$ cat src/core/mrm_pkg.sv
// Purpose: Shared constants of the magnetometer register bank.
// Assumes: Seven-bit register addresses and eight-bit register data.
// Notes:   Every offset lives here, with power control field positions and named reset values.
package mrm_pkg;

  // Register offsets.
  localparam logic [6:0] ADDR_IDENT     = 7'h40;
  localparam logic [6:0] ADDR_RSVD      = 7'h41;
  localparam logic [6:0] ADDR_X_LOW     = 7'h42;
  localparam logic [6:0] ADDR_X_HIGH    = 7'h43;
  localparam logic [6:0] ADDR_Y_LOW     = 7'h44;
  localparam logic [6:0] ADDR_Y_HIGH    = 7'h45;
  localparam logic [6:0] ADDR_Z_LOW     = 7'h46;
  localparam logic [6:0] ADDR_Z_HIGH    = 7'h47;
  localparam logic [6:0] ADDR_HALL_LOW  = 7'h48;
  localparam logic [6:0] ADDR_HALL_HIGH = 7'h49;
  localparam logic [6:0] ADDR_INT_FLAGS = 7'h4a;
  localparam logic [6:0] ADDR_PWR_CTL   = 7'h4b;
  localparam logic [6:0] ADDR_OP_CTL    = 7'h4c;
  localparam logic [6:0] ADDR_INT_EN    = 7'h4d;
  localparam logic [6:0] ADDR_PIN_CFG   = 7'h4e;
  localparam logic [6:0] ADDR_LOW_THR   = 7'h4f;
  localparam logic [6:0] ADDR_HIGH_THR  = 7'h50;
  localparam logic [6:0] ADDR_REP_XY    = 7'h51;
  localparam logic [6:0] ADDR_REP_Z     = 7'h52;

  // Reset values.
  localparam logic [7:0] RST_INT_FLAGS = 8'h00;
  localparam logic [7:0] RST_OP_CTL    = 8'h06;
  localparam logic [7:0] RST_INT_EN    = 8'h3f;
  localparam logic [7:0] RST_PIN_CFG   = 8'h07;
  localparam logic [7:0] RST_THR       = 8'h00;
  localparam logic [7:0] RST_REP       = 8'h00;
  localparam logic       RST_PWR_ON    = 1'b1;
  localparam logic       RST_THREE_W   = 1'b0;
  localparam logic       RST_CHECK     = 1'b1;

  // Power control field positions.
  localparam int PWR_ON_BIT  = 0;
  localparam int SRST_LO_BIT = 1;
  localparam int THREE_W_BIT = 2;
  localparam int SRST_HI_BIT = 7;

  // Field widths.
  localparam int XY_W   = 13;
  localparam int Z_W    = 15;
  localparam int HALL_W = 14;

  // Serial frame: bits in a byte, read flag position in the command.
  localparam logic [2:0] LAST_BIT = 3'h7;
  localparam int         RW_BIT   = 7;

  // Serial frame states; idle to command to write each flip one bit, command to read flips two.
  typedef enum logic [1:0] {
    ST_IDLE  = 2'b00,
    ST_CMD   = 2'b01,
    ST_WRITE = 2'b11,
    ST_READ  = 2'b10
  } mrm_state_t;

endpackage

$ cat src/core/mrm_register_bank.sv
// Purpose: Register bank of the magnetometer behind its serial port.
// Assumes: The serial clock, select and data pins are asynchronous and
//          much slower than clock; measurement inputs share clock.
// Notes:   Serial modes 0 and 3; first byte is read flag plus address,
//          then data bytes with auto-incrementing address.
// How it works
// Identification reads its value only when powered.
// X low holds field bits 4..0 at 7..3.
// X high holds field bits 12..5.
// Y field split exactly like X.
// X and Y low bits 2,1 read zero.
// X, Y and Z low byte bit 0 is check flag, default one.
// Z is 15 bits, split 7 and 8.
// Two repetition count registers, writable, reset zero.
// Reserved register after identification has no behaviour.
// Hall low: bits 5..0, zero, ready flag.
// Both soft reset bits reset all but power control.
// Power bit moves between suspend and sleep.
// Three-wire select bit turns data pin bidirectional.
// Writes to read-only registers change nothing.
`timescale 1ns/1ps
module mrm_register_bank #(
  parameter logic [7:0] ID_VALUE = 8'ha5  // Arbitrary neutral value.
) (
  input  wire logic                       clock,
  input  wire logic                       srst,
  input  wire logic                       spiClk,
  input  wire logic                       chipSelN,
  input  wire logic                       sdaIn,
  output logic                            sdaOut,
  output logic                            sdaOe,
  output logic                            sdoOut,
  output logic                            sdoOe,
  input  wire logic                       sampleLoad,
  input  wire logic [mrm_pkg::XY_W-1:0]   xField,
  input  wire logic [mrm_pkg::XY_W-1:0]   yField,
  input  wire logic [mrm_pkg::Z_W-1:0]    zField,
  input  wire logic [mrm_pkg::HALL_W-1:0] hallValue,
  input  wire logic                       xCheck,
  input  wire logic                       yCheck,
  input  wire logic                       zCheck,
  input  wire logic                       sampleAvail,
  input  wire logic [7:0]                 intFlagsIn,
  output logic                            powerOn,
  output logic                            threeWireSelect,
  output logic                            softResetPulse,
  output logic [7:0]                      opControl,
  output logic [7:0]                      intEnables,
  output logic [7:0]                      intPinConfig,
  output logic [7:0]                      lowThreshold,
  output logic [7:0]                      highThreshold,
  output logic [7:0]                      planarRepetitionCount,
  output logic [7:0]                      verticalRepetitionCount
);

  // Pin synchronisers and edge history.
  logic                       sckS1_r;
  logic                       sckS2_r;
  logic                       sckS3_r;
  logic                       csS1_r;
  logic                       csS2_r;
  logic                       sdaS1_r;
  logic                       sdaS2_r;
  logic                       sckRise;
  logic                       sckFall;
  logic                       csActive;
  // Frame state.
  mrm_pkg::mrm_state_t        state_r;
  logic [2:0]                 bitCnt_r;
  logic [7:0]                 shIn_r;
  logic [7:0]                 byteIn;
  logic                       byteDone;
  logic [6:0]                 addr_r;
  logic [7:0]                 txSh_r;
  logic                       txBit_r;
  // Write strobe handed to the register bank.
  logic                       wrFire_r;
  logic [6:0]                 wrAddr_r;
  logic [7:0]                 wrData_r;
  logic                       softFire;
  logic                       bankClear;
  // Registers.
  logic                       powerOn_r;
  logic                       threeWire_r;
  logic                       softPulse_r;
  logic [7:0]                 opCtl_r;
  logic [7:0]                 intEn_r;
  logic [7:0]                 pinCfg_r;
  logic [7:0]                 lowThr_r;
  logic [7:0]                 highThr_r;
  logic [7:0]                 planar_repetition_count_r;
  logic [7:0]                 vertical_repetition_count_r;
  logic [mrm_pkg::XY_W-1:0]   xField_r;
  logic [mrm_pkg::XY_W-1:0]   yField_r;
  logic [mrm_pkg::Z_W-1:0]    zField_r;
  logic [mrm_pkg::HALL_W-1:0] hall_r;
  logic                       xCheck_r;
  logic                       yCheck_r;
  logic                       zCheck_r;
  logic                       ready_r;
  logic [7:0]                 intFlags_r;

  // Read multiplexer; in suspend only power control is visible.
  function automatic logic [7:0] rdMux(input logic [6:0] a);
    logic [7:0] d;
    d = 8'h00;
    if (a == mrm_pkg::ADDR_PWR_CTL) begin
      d = {5'h00, threeWire_r, 1'b0, powerOn_r};
    end else if (!powerOn_r) begin
      d = 8'h00;
    end else if (a == mrm_pkg::ADDR_IDENT) begin
      d = ID_VALUE;
    end else if (a == mrm_pkg::ADDR_X_LOW) begin
      d = {xField_r[4:0], 2'b00, xCheck_r};
    end else if (a == mrm_pkg::ADDR_X_HIGH) begin
      d = xField_r[12:5];
    end else if (a == mrm_pkg::ADDR_Y_LOW) begin
      d = {yField_r[4:0], 2'b00, yCheck_r};
    end else if (a == mrm_pkg::ADDR_Y_HIGH) begin
      d = yField_r[12:5];
    end else if (a == mrm_pkg::ADDR_Z_LOW) begin
      d = {zField_r[6:0], zCheck_r};
    end else if (a == mrm_pkg::ADDR_Z_HIGH) begin
      d = zField_r[14:7];
    end else if (a == mrm_pkg::ADDR_HALL_LOW) begin
      d = {hall_r[5:0], 1'b0, ready_r};
    end else if (a == mrm_pkg::ADDR_HALL_HIGH) begin
      d = hall_r[13:6];
    end else if (a == mrm_pkg::ADDR_INT_FLAGS) begin
      d = intFlags_r;
    end else if (a == mrm_pkg::ADDR_OP_CTL) begin
      d = opCtl_r;
    end else if (a == mrm_pkg::ADDR_INT_EN) begin
      d = intEn_r;
    end else if (a == mrm_pkg::ADDR_PIN_CFG) begin
      d = pinCfg_r;
    end else if (a == mrm_pkg::ADDR_LOW_THR) begin
      d = lowThr_r;
    end else if (a == mrm_pkg::ADDR_HIGH_THR) begin
      d = highThr_r;
    end else if (a == mrm_pkg::ADDR_REP_XY) begin
      d = planar_repetition_count_r;
    end else if (a == mrm_pkg::ADDR_REP_Z) begin
      d = vertical_repetition_count_r;
    end
    return d;  // Reserved and unmapped addresses read zero.  R9
  endfunction

  // Two-flop synchronisers; a third sclk stage only for edge finding.
  always_ff @(posedge clock) begin
    if (srst) begin
      sckS1_r <= 1'b0;
      sckS2_r <= 1'b0;
      sckS3_r <= 1'b0;
      csS1_r  <= 1'b1;
      csS2_r  <= 1'b1;
      sdaS1_r <= 1'b0;
      sdaS2_r <= 1'b0;
    end else begin
      sckS1_r <= spiClk;
      sckS2_r <= sckS1_r;
      sckS3_r <= sckS2_r;
      csS1_r  <= chipSelN;
      csS2_r  <= csS1_r;
      sdaS1_r <= sdaIn;
      sdaS2_r <= sdaS1_r;
    end
  end

  // Edge and byte decode.
  assign sckRise  = sckS2_r & ~sckS3_r;
  assign sckFall  = ~sckS2_r & sckS3_r;
  assign csActive = ~csS2_r;
  assign byteIn   = {shIn_r[6:0], sdaS2_r};
  assign byteDone = sckRise && (bitCnt_r == mrm_pkg::LAST_BIT);

  // Frame state machine: command byte, then write or read bytes.
  always_ff @(posedge clock) begin
    if (srst || !csActive) begin
      state_r  <= mrm_pkg::ST_IDLE;
      bitCnt_r <= 3'h0;
      shIn_r   <= 8'h00;
      addr_r   <= 7'h00;
    end else begin
      if (sckRise) begin
        shIn_r   <= byteIn;
        bitCnt_r <= bitCnt_r + 3'h1;
      end
      case (state_r)
        mrm_pkg::ST_IDLE: begin
          state_r <= mrm_pkg::ST_CMD;
        end
        mrm_pkg::ST_CMD: begin
          if (byteDone) begin
            addr_r  <= byteIn[6:0];
            state_r <= byteIn[mrm_pkg::RW_BIT] ? mrm_pkg::ST_READ
                                               : mrm_pkg::ST_WRITE;
          end
        end
        default: begin
          if (byteDone) begin
            addr_r <= addr_r + 7'h01;
          end
        end
      endcase
    end
  end

  // Read shifter: load at the command byte end and each read byte end, drive on falling sclk.
  always_ff @(posedge clock) begin
    if (srst || !csActive) begin
      txSh_r  <= 8'h00;
      txBit_r <= 1'b0;
    end else if (byteDone && state_r == mrm_pkg::ST_CMD) begin
      txSh_r <= rdMux(byteIn[6:0]);
    end else if (byteDone && state_r == mrm_pkg::ST_READ) begin
      txSh_r <= rdMux(addr_r + 7'h01);
    end else if (sckFall && state_r == mrm_pkg::ST_READ) begin
      txBit_r <= txSh_r[7];
      txSh_r  <= {txSh_r[6:0], 1'b0};
    end
  end

  // Pin drivers: three-wire turns the data pin around for reads.
  always_ff @(posedge clock) begin
    if (srst) begin
      sdaOe <= 1'b0;
      sdoOe <= 1'b0;
    end else begin
      sdaOe <= csActive && state_r == mrm_pkg::ST_READ && threeWire_r;
      sdoOe <= csActive && state_r == mrm_pkg::ST_READ && !threeWire_r;
    end
  end

  // Completed write bytes become a one-cycle strobe.
  always_ff @(posedge clock) begin
    if (srst) begin
      wrFire_r <= 1'b0;
      wrAddr_r <= 7'h00;
      wrData_r <= 8'h00;
    end else begin
      wrFire_r <= csActive && byteDone && state_r == mrm_pkg::ST_WRITE;
      wrAddr_r <= addr_r;
      wrData_r <= byteIn;
    end
  end

  // Soft reset needs both trigger bits and no suspend.
  assign softFire = wrFire_r && wrAddr_r == mrm_pkg::ADDR_PWR_CTL &&
                    wrData_r[mrm_pkg::SRST_HI_BIT] &&
                    wrData_r[mrm_pkg::SRST_LO_BIT] && powerOn_r;
  assign bankClear = !powerOn_r || softFire;

  // Power control survives soft reset; trigger bits are never stored.
  always_ff @(posedge clock) begin
    if (srst) begin
      powerOn_r   <= mrm_pkg::RST_PWR_ON;
      threeWire_r <= mrm_pkg::RST_THREE_W;
      softPulse_r <= 1'b0;
    end else begin
      softPulse_r <= softFire;
      if (wrFire_r && wrAddr_r == mrm_pkg::ADDR_PWR_CTL) begin
        powerOn_r   <= wrData_r[mrm_pkg::PWR_ON_BIT];
        threeWire_r <= wrData_r[mrm_pkg::THREE_W_BIT];
      end
    end
  end

  // Writable control registers; suspend holds them at reset values.
  always_ff @(posedge clock) begin
    if (srst || bankClear) begin
      opCtl_r   <= mrm_pkg::RST_OP_CTL;
      intEn_r   <= mrm_pkg::RST_INT_EN;
      pinCfg_r  <= mrm_pkg::RST_PIN_CFG;
      lowThr_r  <= mrm_pkg::RST_THR;
      highThr_r <= mrm_pkg::RST_THR;
      planar_repetition_count_r   <= mrm_pkg::RST_REP;
      vertical_repetition_count_r    <= mrm_pkg::RST_REP;
    end else if (wrFire_r) begin
      if (wrAddr_r == mrm_pkg::ADDR_OP_CTL) begin
        opCtl_r <= wrData_r;
      end else if (wrAddr_r == mrm_pkg::ADDR_INT_EN) begin
        intEn_r <= wrData_r;
      end else if (wrAddr_r == mrm_pkg::ADDR_PIN_CFG) begin
        pinCfg_r <= wrData_r;
      end else if (wrAddr_r == mrm_pkg::ADDR_LOW_THR) begin
        lowThr_r <= wrData_r;
      end else if (wrAddr_r == mrm_pkg::ADDR_HIGH_THR) begin
        highThr_r <= wrData_r;
      end else if (wrAddr_r == mrm_pkg::ADDR_REP_XY) begin
        planar_repetition_count_r <= wrData_r;
      end else if (wrAddr_r == mrm_pkg::ADDR_REP_Z) begin
        vertical_repetition_count_r <= wrData_r;
      end
    end
  end

  // Measurement results: loaded only by the engine, never by writes.
  always_ff @(posedge clock) begin
    if (srst || bankClear) begin
      xField_r   <= '0;
      yField_r   <= '0;
      zField_r   <= '0;
      hall_r     <= '0;
      xCheck_r   <= mrm_pkg::RST_CHECK;
      yCheck_r   <= mrm_pkg::RST_CHECK;
      zCheck_r   <= mrm_pkg::RST_CHECK;
      ready_r    <= 1'b0;
      intFlags_r <= mrm_pkg::RST_INT_FLAGS;
    end else begin
      intFlags_r <= intFlagsIn;
      if (sampleLoad) begin
        xField_r <= xField;
        yField_r <= yField;
        zField_r <= zField;
        hall_r   <= hallValue;
        xCheck_r <= xCheck;
        yCheck_r <= yCheck;
        zCheck_r <= zCheck;
        ready_r  <= sampleAvail;
      end
    end
  end

  // Outputs straight from flops.
  assign sdaOut                  = txBit_r;
  assign sdoOut                  = txBit_r;
  assign powerOn                 = powerOn_r;
  assign threeWireSelect         = threeWire_r;
  assign softResetPulse          = softPulse_r;
  assign opControl               = opCtl_r;
  assign intEnables              = intEn_r;
  assign intPinConfig            = pinCfg_r;
  assign lowThreshold            = lowThr_r;
  assign highThreshold           = highThr_r;
  assign planarRepetitionCount   = planar_repetition_count_r;
  assign verticalRepetitionCount = vertical_repetition_count_r;

endmodule

$ cat config.mk
export PLATFORM = sky130hd
export DESIGN_NAME = mrm_register_bank
export DESIGN_NICKNAME = d
export VERILOG_FILES = /design/src/core/mrm_pkg.sv /design/src/core/mrm_register_bank.sv
export SDC_FILE = /design/constraint.sdc
export NUM_CORES = 1
export LEC_CHECK = 0
export ABC_AREA = 1
export BUFFER_PORTS_ARGS = -buffer_cell sky130_fd_sc_hd__buf_4
export CAP_MARGIN = 40
export CORE_ASPECT_RATIO = 0.8
export CORE_MARGIN = 3
export CORE_UTILIZATION = 40
export CTS_BUF_LIST = sky130_fd_sc_hd__clkbuf_2 sky130_fd_sc_hd__clkbuf_4 sky130_fd_sc_hd__clkbuf_8
export CTS_CLUSTER_SIZE = 25
export DETAILED_ROUTE_END_ITERATION = 10
export PLACE_DENSITY = 0.63
export SETUP_SLACK_MARGIN = 0.3
export SYNTH_ARGS = -nofsm -noshare
export SYNTH_HDL_FRONTEND = slang
export SYNTH_SLANG_ARGS = --single-unit
$ cat constraint.sdc
create_clock -name clock -period 3.7 [get_ports clock]
set_input_delay 0.37 -clock clock [delete_from_list [all_inputs] [get_ports clock]]
set_output_delay 0.37 -clock clock [all_outputs]
set_load 0.01 [all_outputs]
# Yosys cells after proc, flatten, opt, wreduce, memory -nomap -nowiden
# Cells that the tools add are included.
[op_classes]
n_addsub = 2
eq_ne = 49
mux = 47
bitwise = 14
n_reduce_logical = 31
[ops]
columns = ["op", "count"]
rows = [
  ["$mux W8", 41],
  ["$eq A7 B7 Y1 const B", 44],
  ["$mux W7", 2],
  ["$pmux W7 S2", 1],
  ["$logic_and A1 B1 Y1", 13],
  ["$not A1 Y1", 12],
  ["$reduce_and A8 Y1", 1],
  ["$add A7 B1 Y7 const B", 1],
  ["$reduce_and A7 Y1", 1],
  ["$reduce_and A2 Y1", 3],
  ["$reduce_and A3 Y1", 2],
  ["$reduce_and A6 Y1", 1],
  ["$reduce_and A5 Y1", 1],
  ["$eq A2 B2 Y1 const B", 2],
  ["$pmux W2 S2", 1],
  ["$reduce_and A4 Y1", 1],
  ["$add A3 B1 Y3 const B", 1],
  ["$eq A3 B3 Y1 const B", 1],
  ["$logic_or A1 B1 Y1", 3],
  ["$reduce_bool A3 Y1", 1],
  ["$and A1 B1 Y1", 2],
  ["$eq A2 B1 Y1 const B", 1],
  ["$logic_not A1 Y1", 2],
  ["$logic_not A2 Y1", 1],
  ["4 further kinds", 4],
]
[totals]
ff_bits = 179
out_inout_bits = 63

# Longest topological paths before layout
[depth]
ltp_word = 23
mapped_depth = 30

# Least setup slack after synthesis
# Ideal clock, no wire load.
[synth_path]
path_type = "reg2reg"
from = "register addr_r[1]"
to = "register txSh_r[2]"
setup_ns = 0.070
arrival_time_ns = 2.545
required_time_ns = 3.630
setup_slack_ns = 1.086
path_stages_with_launch = 31
path_buffers = 1
synth_period_minus_slack_ns = 2.614
cell_sequence = "dfxtp_1 > ha_1 > nand2_1 > inv_1 > nand3_1 > nand2_1 > nand2_2 > nor2_2 > nand2_1 > buf_2 > nand3_1 > nand2_1 > nand3_1 > nand2_1 > nand2_1 > nand2_1 > nand2_1 > nand2_1 > nand2_1 > nand2_1 > nand2_1 > nand2_1 > nand2_1 > nand2_1 > nand2_1 > nand2_1 > nand2_1 > nand2_1 > nand2_1 > nand2_1 > a21oi_1"
[synth_via]
elab_chain_len = 23
elab_cells_between_ends = 40
classes_between = "add/sub (1); eq/ne (18); mux (21)"
[synth_lines]
columns = ["item", "line", "text"]
rows = [
  ["from (decl)", "mrm_register_bank.sv:73", "logic [6:0] addr_r;"],
  ["from (signal assigned)", "mrm_register_bank.sv:195", "addr_r <= byteIn[6:0];"],
  ["from (signal assigned)", "mrm_register_bank.sv:202", "addr_r <= addr_r + 7'h01;"],
  ["$add A7 B1 Y7 (*)", "mrm_register_bank.sv:217", "txSh_r <= rdMux(addr_r + 7'h01);"],
  ["$eq A7 B7 Y1", "mrm_register_bank.sv:143", "end else if (a == mrm_pkg::ADDR_REP_Z) begin"],
  ["$mux W8", "mrm_register_bank.sv:143", ""],
  ["$mux W8", "mrm_register_bank.sv:141", "end else if (a == mrm_pkg::ADDR_REP_XY) begin"],
  ["$mux W8", "mrm_register_bank.sv:139", "end else if (a == mrm_pkg::ADDR_HIGH_THR) begin"],
  ["$mux W8", "mrm_register_bank.sv:137", "end else if (a == mrm_pkg::ADDR_LOW_THR) begin"],
  ["$mux W8", "mrm_register_bank.sv:135", "end else if (a == mrm_pkg::ADDR_PIN_CFG) begin"],
  ["$mux W8", "mrm_register_bank.sv:133", "end else if (a == mrm_pkg::ADDR_INT_EN) begin"],
  ["[7 not listed]", "--", ""],
  ["$mux W8", "mrm_register_bank.sv:117", "end else if (a == mrm_pkg::ADDR_Y_LOW) begin"],
  ["$mux W8", "mrm_register_bank.sv:115", "end else if (a == mrm_pkg::ADDR_X_HIGH) begin"],
  ["$mux W8", "mrm_register_bank.sv:113", "end else if (a == mrm_pkg::ADDR_X_LOW) begin"],
  ["$mux W8", "mrm_register_bank.sv:111", "end else if (a == mrm_pkg::ADDR_IDENT) begin"],
  ["$mux W8", "mrm_register_bank.sv:109", "end else if (!powerOn_r) begin"],
  ["$mux W8 (*)", "mrm_register_bank.sv:107", "if (a == mrm_pkg::ADDR_PWR_CTL) begin"],
  ["$mux W8 (*)", "mrm_register_bank.sv:216", "end else if (byteDone && state_r == mrm_pkg::ST_READ) begin"],
  ["$mux W8 (*)", "mrm_register_bank.sv:214", "end else if (byteDone && state_r == mrm_pkg::ST_CMD) begin"],
  ["to (signal assigned)", "mrm_register_bank.sv:215", "txSh_r <= rdMux(byteIn[6:0]);"],
  ["to (signal assigned)", "mrm_register_bank.sv:217", ""],
  ["to (signal assigned)", "mrm_register_bank.sv:220", "txSh_r <= {txSh_r[6:0], 1'b0};"],
  ["to (decl)", "mrm_register_bank.sv:74", "logic [7:0] txSh_r;"],
]
# Mark *: on every way between the ends. The rest lies on a longest branch, timed or not.
# A chain may end at the register's enable or synchronous reset.

# Worst setup path in the final report
[layout_path]
from = "register addr_r[1]"
to = "register txSh_r[5]"
# The elaborated chain is that of the path after synthesis.

==> reports/metrics.json <==
{
  "result_of_the_run": {"value": "completed"},
  "rsz0062_at_grt": {"value": "no"},
  "coreArea": {"value": 21700, "unit": "µm²"},
  "cts.hold.buffers_added": {"value": 0},
  "drt_wl_total": {"value": 30700, "unit": "µm"},
  "via_count": {"value": 9523},
  "actual_transition_at_the_worst_max_transition_pin": {"value": 710, "unit": "ps"},
  "timing.clock.skew": {"value": 14.6, "unit": "ps"},
  "synth-edff-count": {"value": 0},
  "comb_power_share": {"value": 5.4, "unit": "%"},
  "tritoncts_buffer_count": {"value": 17},
  "cts.root.buffer_cell": {"value": "clkbuf_8"},
  "netSwitchingFraction": {"value": 25.5, "unit": "%"},
  "final_min_period_over_clock_period": {"value": 83.7, "unit": "%"},
  "final_net_count": {"value": 1588},
  "die_height": {"value": 139, "unit": "µm"},
  "critical_path_required": {"value": 4070, "unit": "ps"},
  "netlist_top_cells_area": {"value": "dfxtp_1 (40%), nand2_1 (16%), a21oi_1 (11%), inv_1 (7.2%), o21ai_0 (5.9%)"},
  "post-synth-top-area-fraction": {"value": 40.3, "unit": "%"},
  "num_antenna_cells": {"value": 0},
  "syn2layout_area_growth": {"value": 21.5, "unit": "%"},
  "place_inst": {"value": 1782},
  "cp_data_arrival_time": {"value": 3460, "unit": "ps"},
  "postSynthAreaPerCell": {"value": 6.51, "unit": "µm²"},
  "port-buffer-count": {"value": 135},
  "period_minus_slack": {"value": 3100, "unit": "ps"},
  "ys.warnings.count": {"value": 0},
  "clk_network_pwr_share": {"value": 38.3, "unit": "%"},
  "clockBufferDepth": {"value": 2},
  "post_synthesis_instance_total": {"value": 1368},
  "synth_sequential_area_ratio": {"value": 40.3, "unit": "%"},
  "drt_drc_violations_left": {"value": 0},
  "timing.hold.worst.class": {"value": "in -> reg"},
  "slew_headroom": {"value": 52.7, "unit": "%"},
  "critPathLaunchType": {"value": "flop"},
  "irDropWorstVdd": {"value": 199, "unit": "µV"},
  "clock-sinks": {"value": 179},
  "synth_flop_cell": {"value": "dfxtp_1"},
  "synth.ff_latch_count": {"value": 179},
  "avgViaCountPerCell": {"value": 5.23},
  "synth_most_common_cell": {"value": "nand2_1"},
  "die_width": {"value": 173, "unit": "µm"},
  "dieArea": {"value": 24100, "unit": "µm²"},
  "cts_htree_levels": {"value": 4},
  "netlist_top_cells_count": {"value": "nand2_1 (390), a21oi_1 (198), dfxtp_1 (179)"},
  "post_layout_nonfiller_instances": {"value": 1821},
  "grt_first_pass_wirelength": {"value": 48300, "unit": "µm"},
  "floorplan.io_pins": {"value": 136},
  "drt_pre_antenna_iters": {"value": 6},
  "synth_nets": {"value": 1448},
  "synthArstFlopShare": {"value": 0, "unit": "%"},
  "finalWeightedCongestion": {"value": 0.910},
  "grt_max_degree": {"value": 78},
  "drtIter0Drc": {"value": 1074},
  "maxClockFrequency": {"value": 0.323, "unit": "GHz"},
  "tritoncts": {"value": "done"},
  "grt-ovfl-total": {"value": 0},
  "cp_max_fo": {"value": 16},
  "mappedNetlistArea": {"value": 8900, "unit": "µm²"},
  "powerDensity": {"value": 330, "unit": "nW/µm²"},
  "placement_rows": {"value": 48},
  "grt_util_all_layers": {"value": 25.0, "unit": "%"},
  "clock_insertion_delay_worst_skew": {"value": 470, "unit": "ps"},
  "clkTransAtPathRegs": {"value": 100, "unit": "ps"},
  "drt-wirelength-per-cell": {"value": 16.9, "unit": "µm"},
  "vias_in_the_first_global_route": {"value": 8593},
  "finalSetupViolations": {"value": 0},
  "netlist-cell-type-count": {"value": 38},
  "final_hold_viol_count": {"value": 0},
  "worst_setup_path_end_kind": {"value": "flop"},
  "drive_gt1_share": {"value": 14.8, "unit": "%"},
  "drtAntennaViolNets": {"value": 0},
  "initial_utilization": {"value": 40.9, "unit": "%"},
  "power.static_leakage": {"value": 0.00479, "unit": "µW"},
  "cap_violations": {"value": 0},
  "grt_antenna_before_repair": {"value": 0},
  "power_switching": {"value": 910, "unit": "µW"},
  "max_transition_viols_final": {"value": 0},
  "netlist.top_cell.by_area": {"value": "dfxtp_1"},
  "internal_power": {"value": 2660, "unit": "µW"},
  "p_seq_share": {"value": 56.2, "unit": "%"},
  "setup_tns": {"value": 0, "unit": "ps"},
  "path_class": {"value": "reg -> reg"},
  "place_hpwl": {"value": 23300, "unit": "µm"}
}
[final cells by class]
| type | count | area, µm² |
|---|---|---|
| fill | 2284 | 10900 |
| multi-input combinational | 969 | 4510 |
| sequential | 179 | 3590 |
| timing repair buffer | 165 | 1280 |
| inverter | 176 | 661 |
| tap | 300 | 375 |
| clock buffer | 21 | 277 |
| clock inverter | 11 | 119 |
[repair_timing]
item                       in CTS  in global routing
setup endpoints to repair       0                  8
gates resized for setup         0                  8
setup buffers                   0                  7
[through the flow]
step | power [µW] | hold WS [ps] | util, % | instance area (µm²) | setup WS [ps]
2_1_floorplan | 2140 | 388 | - | 8900 | 1090
5_1_grt | 3710 | 57.4 | 49.7 | 10800 | 301
4_1_cts | 3600 | 60.0 | 49.3 | 10700 | 403
6_report | 3570 | 82.1 | 49.7 | 10800 | 602
3_3_place_gp | 2240 | 391 | 47.3 | 10300 | 493
3_5_place_dp | 2240 | 399 | 47.5 | 10300 | 411
[worst max-delay path: stages, from the launching register on]
cell and delay (ps):
dfxtp_2 410, ha_2 220, nand2_1 70, inv_1 80, nand3_1 80, nand2_1 100
nand2_2 90, nor3_4 270, nand4_1 600, o21ai_0 380, inv_1 60, nand2_1 110
nand2_1 60, nand2_1 50, nand2_1 50, nand2_1 60, nand2_1 50, nand2_1 70
nand2_1 60, nand2_1 60, a21oi_1 70
[cells in the final DEF (no fill, tap or decap), types with 3 or more instances in the layout]
cell type | synthesis | routed
nor2_4 | 1 | 3
inv_2 | 3 | 3
o21ai_0 | 105 | 105
o22ai_1 | 4 | 4
nand2_1 | 390 | 388
nor3_1 | 14 | 14
o211ai_1 | 11 | 11
o2111ai_1 | 10 | 10
buf_4 | 2 | 162
clkinv_1 | 3 | 3
nand3_1 | 45 | 45
a221oi_1 | 7 | 7
or2_2 | 5 | 5
a21oi_1 | 198 | 198
a211oi_1 | 6 | 6
clkbuf_8 | 0 | 19
clkinv_4 | 0 | 3
dfxtp_1 | 179 | 177
nand4_1 | 16 | 16
ha_1 | 7 | 6
clkinvlp_4 | 0 | 3
nand2_2 | 3 | 5
nor2_1 | 123 | 121
inv_1 | 170 | 170
[worst paths after layout]
path / start / endpoint / slack, ps / cells past startpoint
setup / recovery: addr_r[1] / txSh_r[5] / 600 / 20
hold / removal: chipSelN / csS1_r / 80 / 2
setup reg to reg: addr_r[1] / txSh_r[5] / 600 / 20
hold reg to reg: sdaS1_r / sdaS2_r / 410 / 2
[registers in the layout, indices dropped and copies added, names as in the netlist, 13 cells and up]
register	flops
zField_r	15
xField_r	13
hall_r	14
yField_r	13
[per-layer routing]
metal / wire length [µm] / vias up / GRT usage, %
li1: - / 4731 / -
met4: 406 / 0 / 5.12
met1: 14800 / 4352 / 38.1
met2: 12800 / 413 / 36.6
met5: 0 / - / 0
met3: 2780 / 27 / 5.13
[power by group through the flow]
| stage | sequential (µW) | combinational [µW] | clock [µW] |
|---|---|---|---|
| 2_1_floorplan | 2030 | 101 | 0 |
| 3_3_place_gp | 2050 | 186 | 0 |
| 3_5_place_dp | 2050 | 194 | 0 |
| 4_1_cts | 2010 | 195 | 1400 |
| 5_1_grt | 2010 | 218 | 1480 |
| 6_report | 2010 | 193 | 1370 |
[cells by family (layout without fill, tap and decap cells)]
| kind of cell | after synthesis | after routing | synth area share [%] |
|---|---|---|---|
| adders and majority gates | 7 | 7 | 0.984 |
| buffers and inverters | 220 | 373 | 9.43 |
| AOI/OAI and AO/OA | 351 | 351 | 21.2 |
| DFF | 179 | 179 | 40.3 |
| and+or+nand+nor | 611 | 611 | 28.1 |
Note: power is estimated with default switching activity, not from simulation.
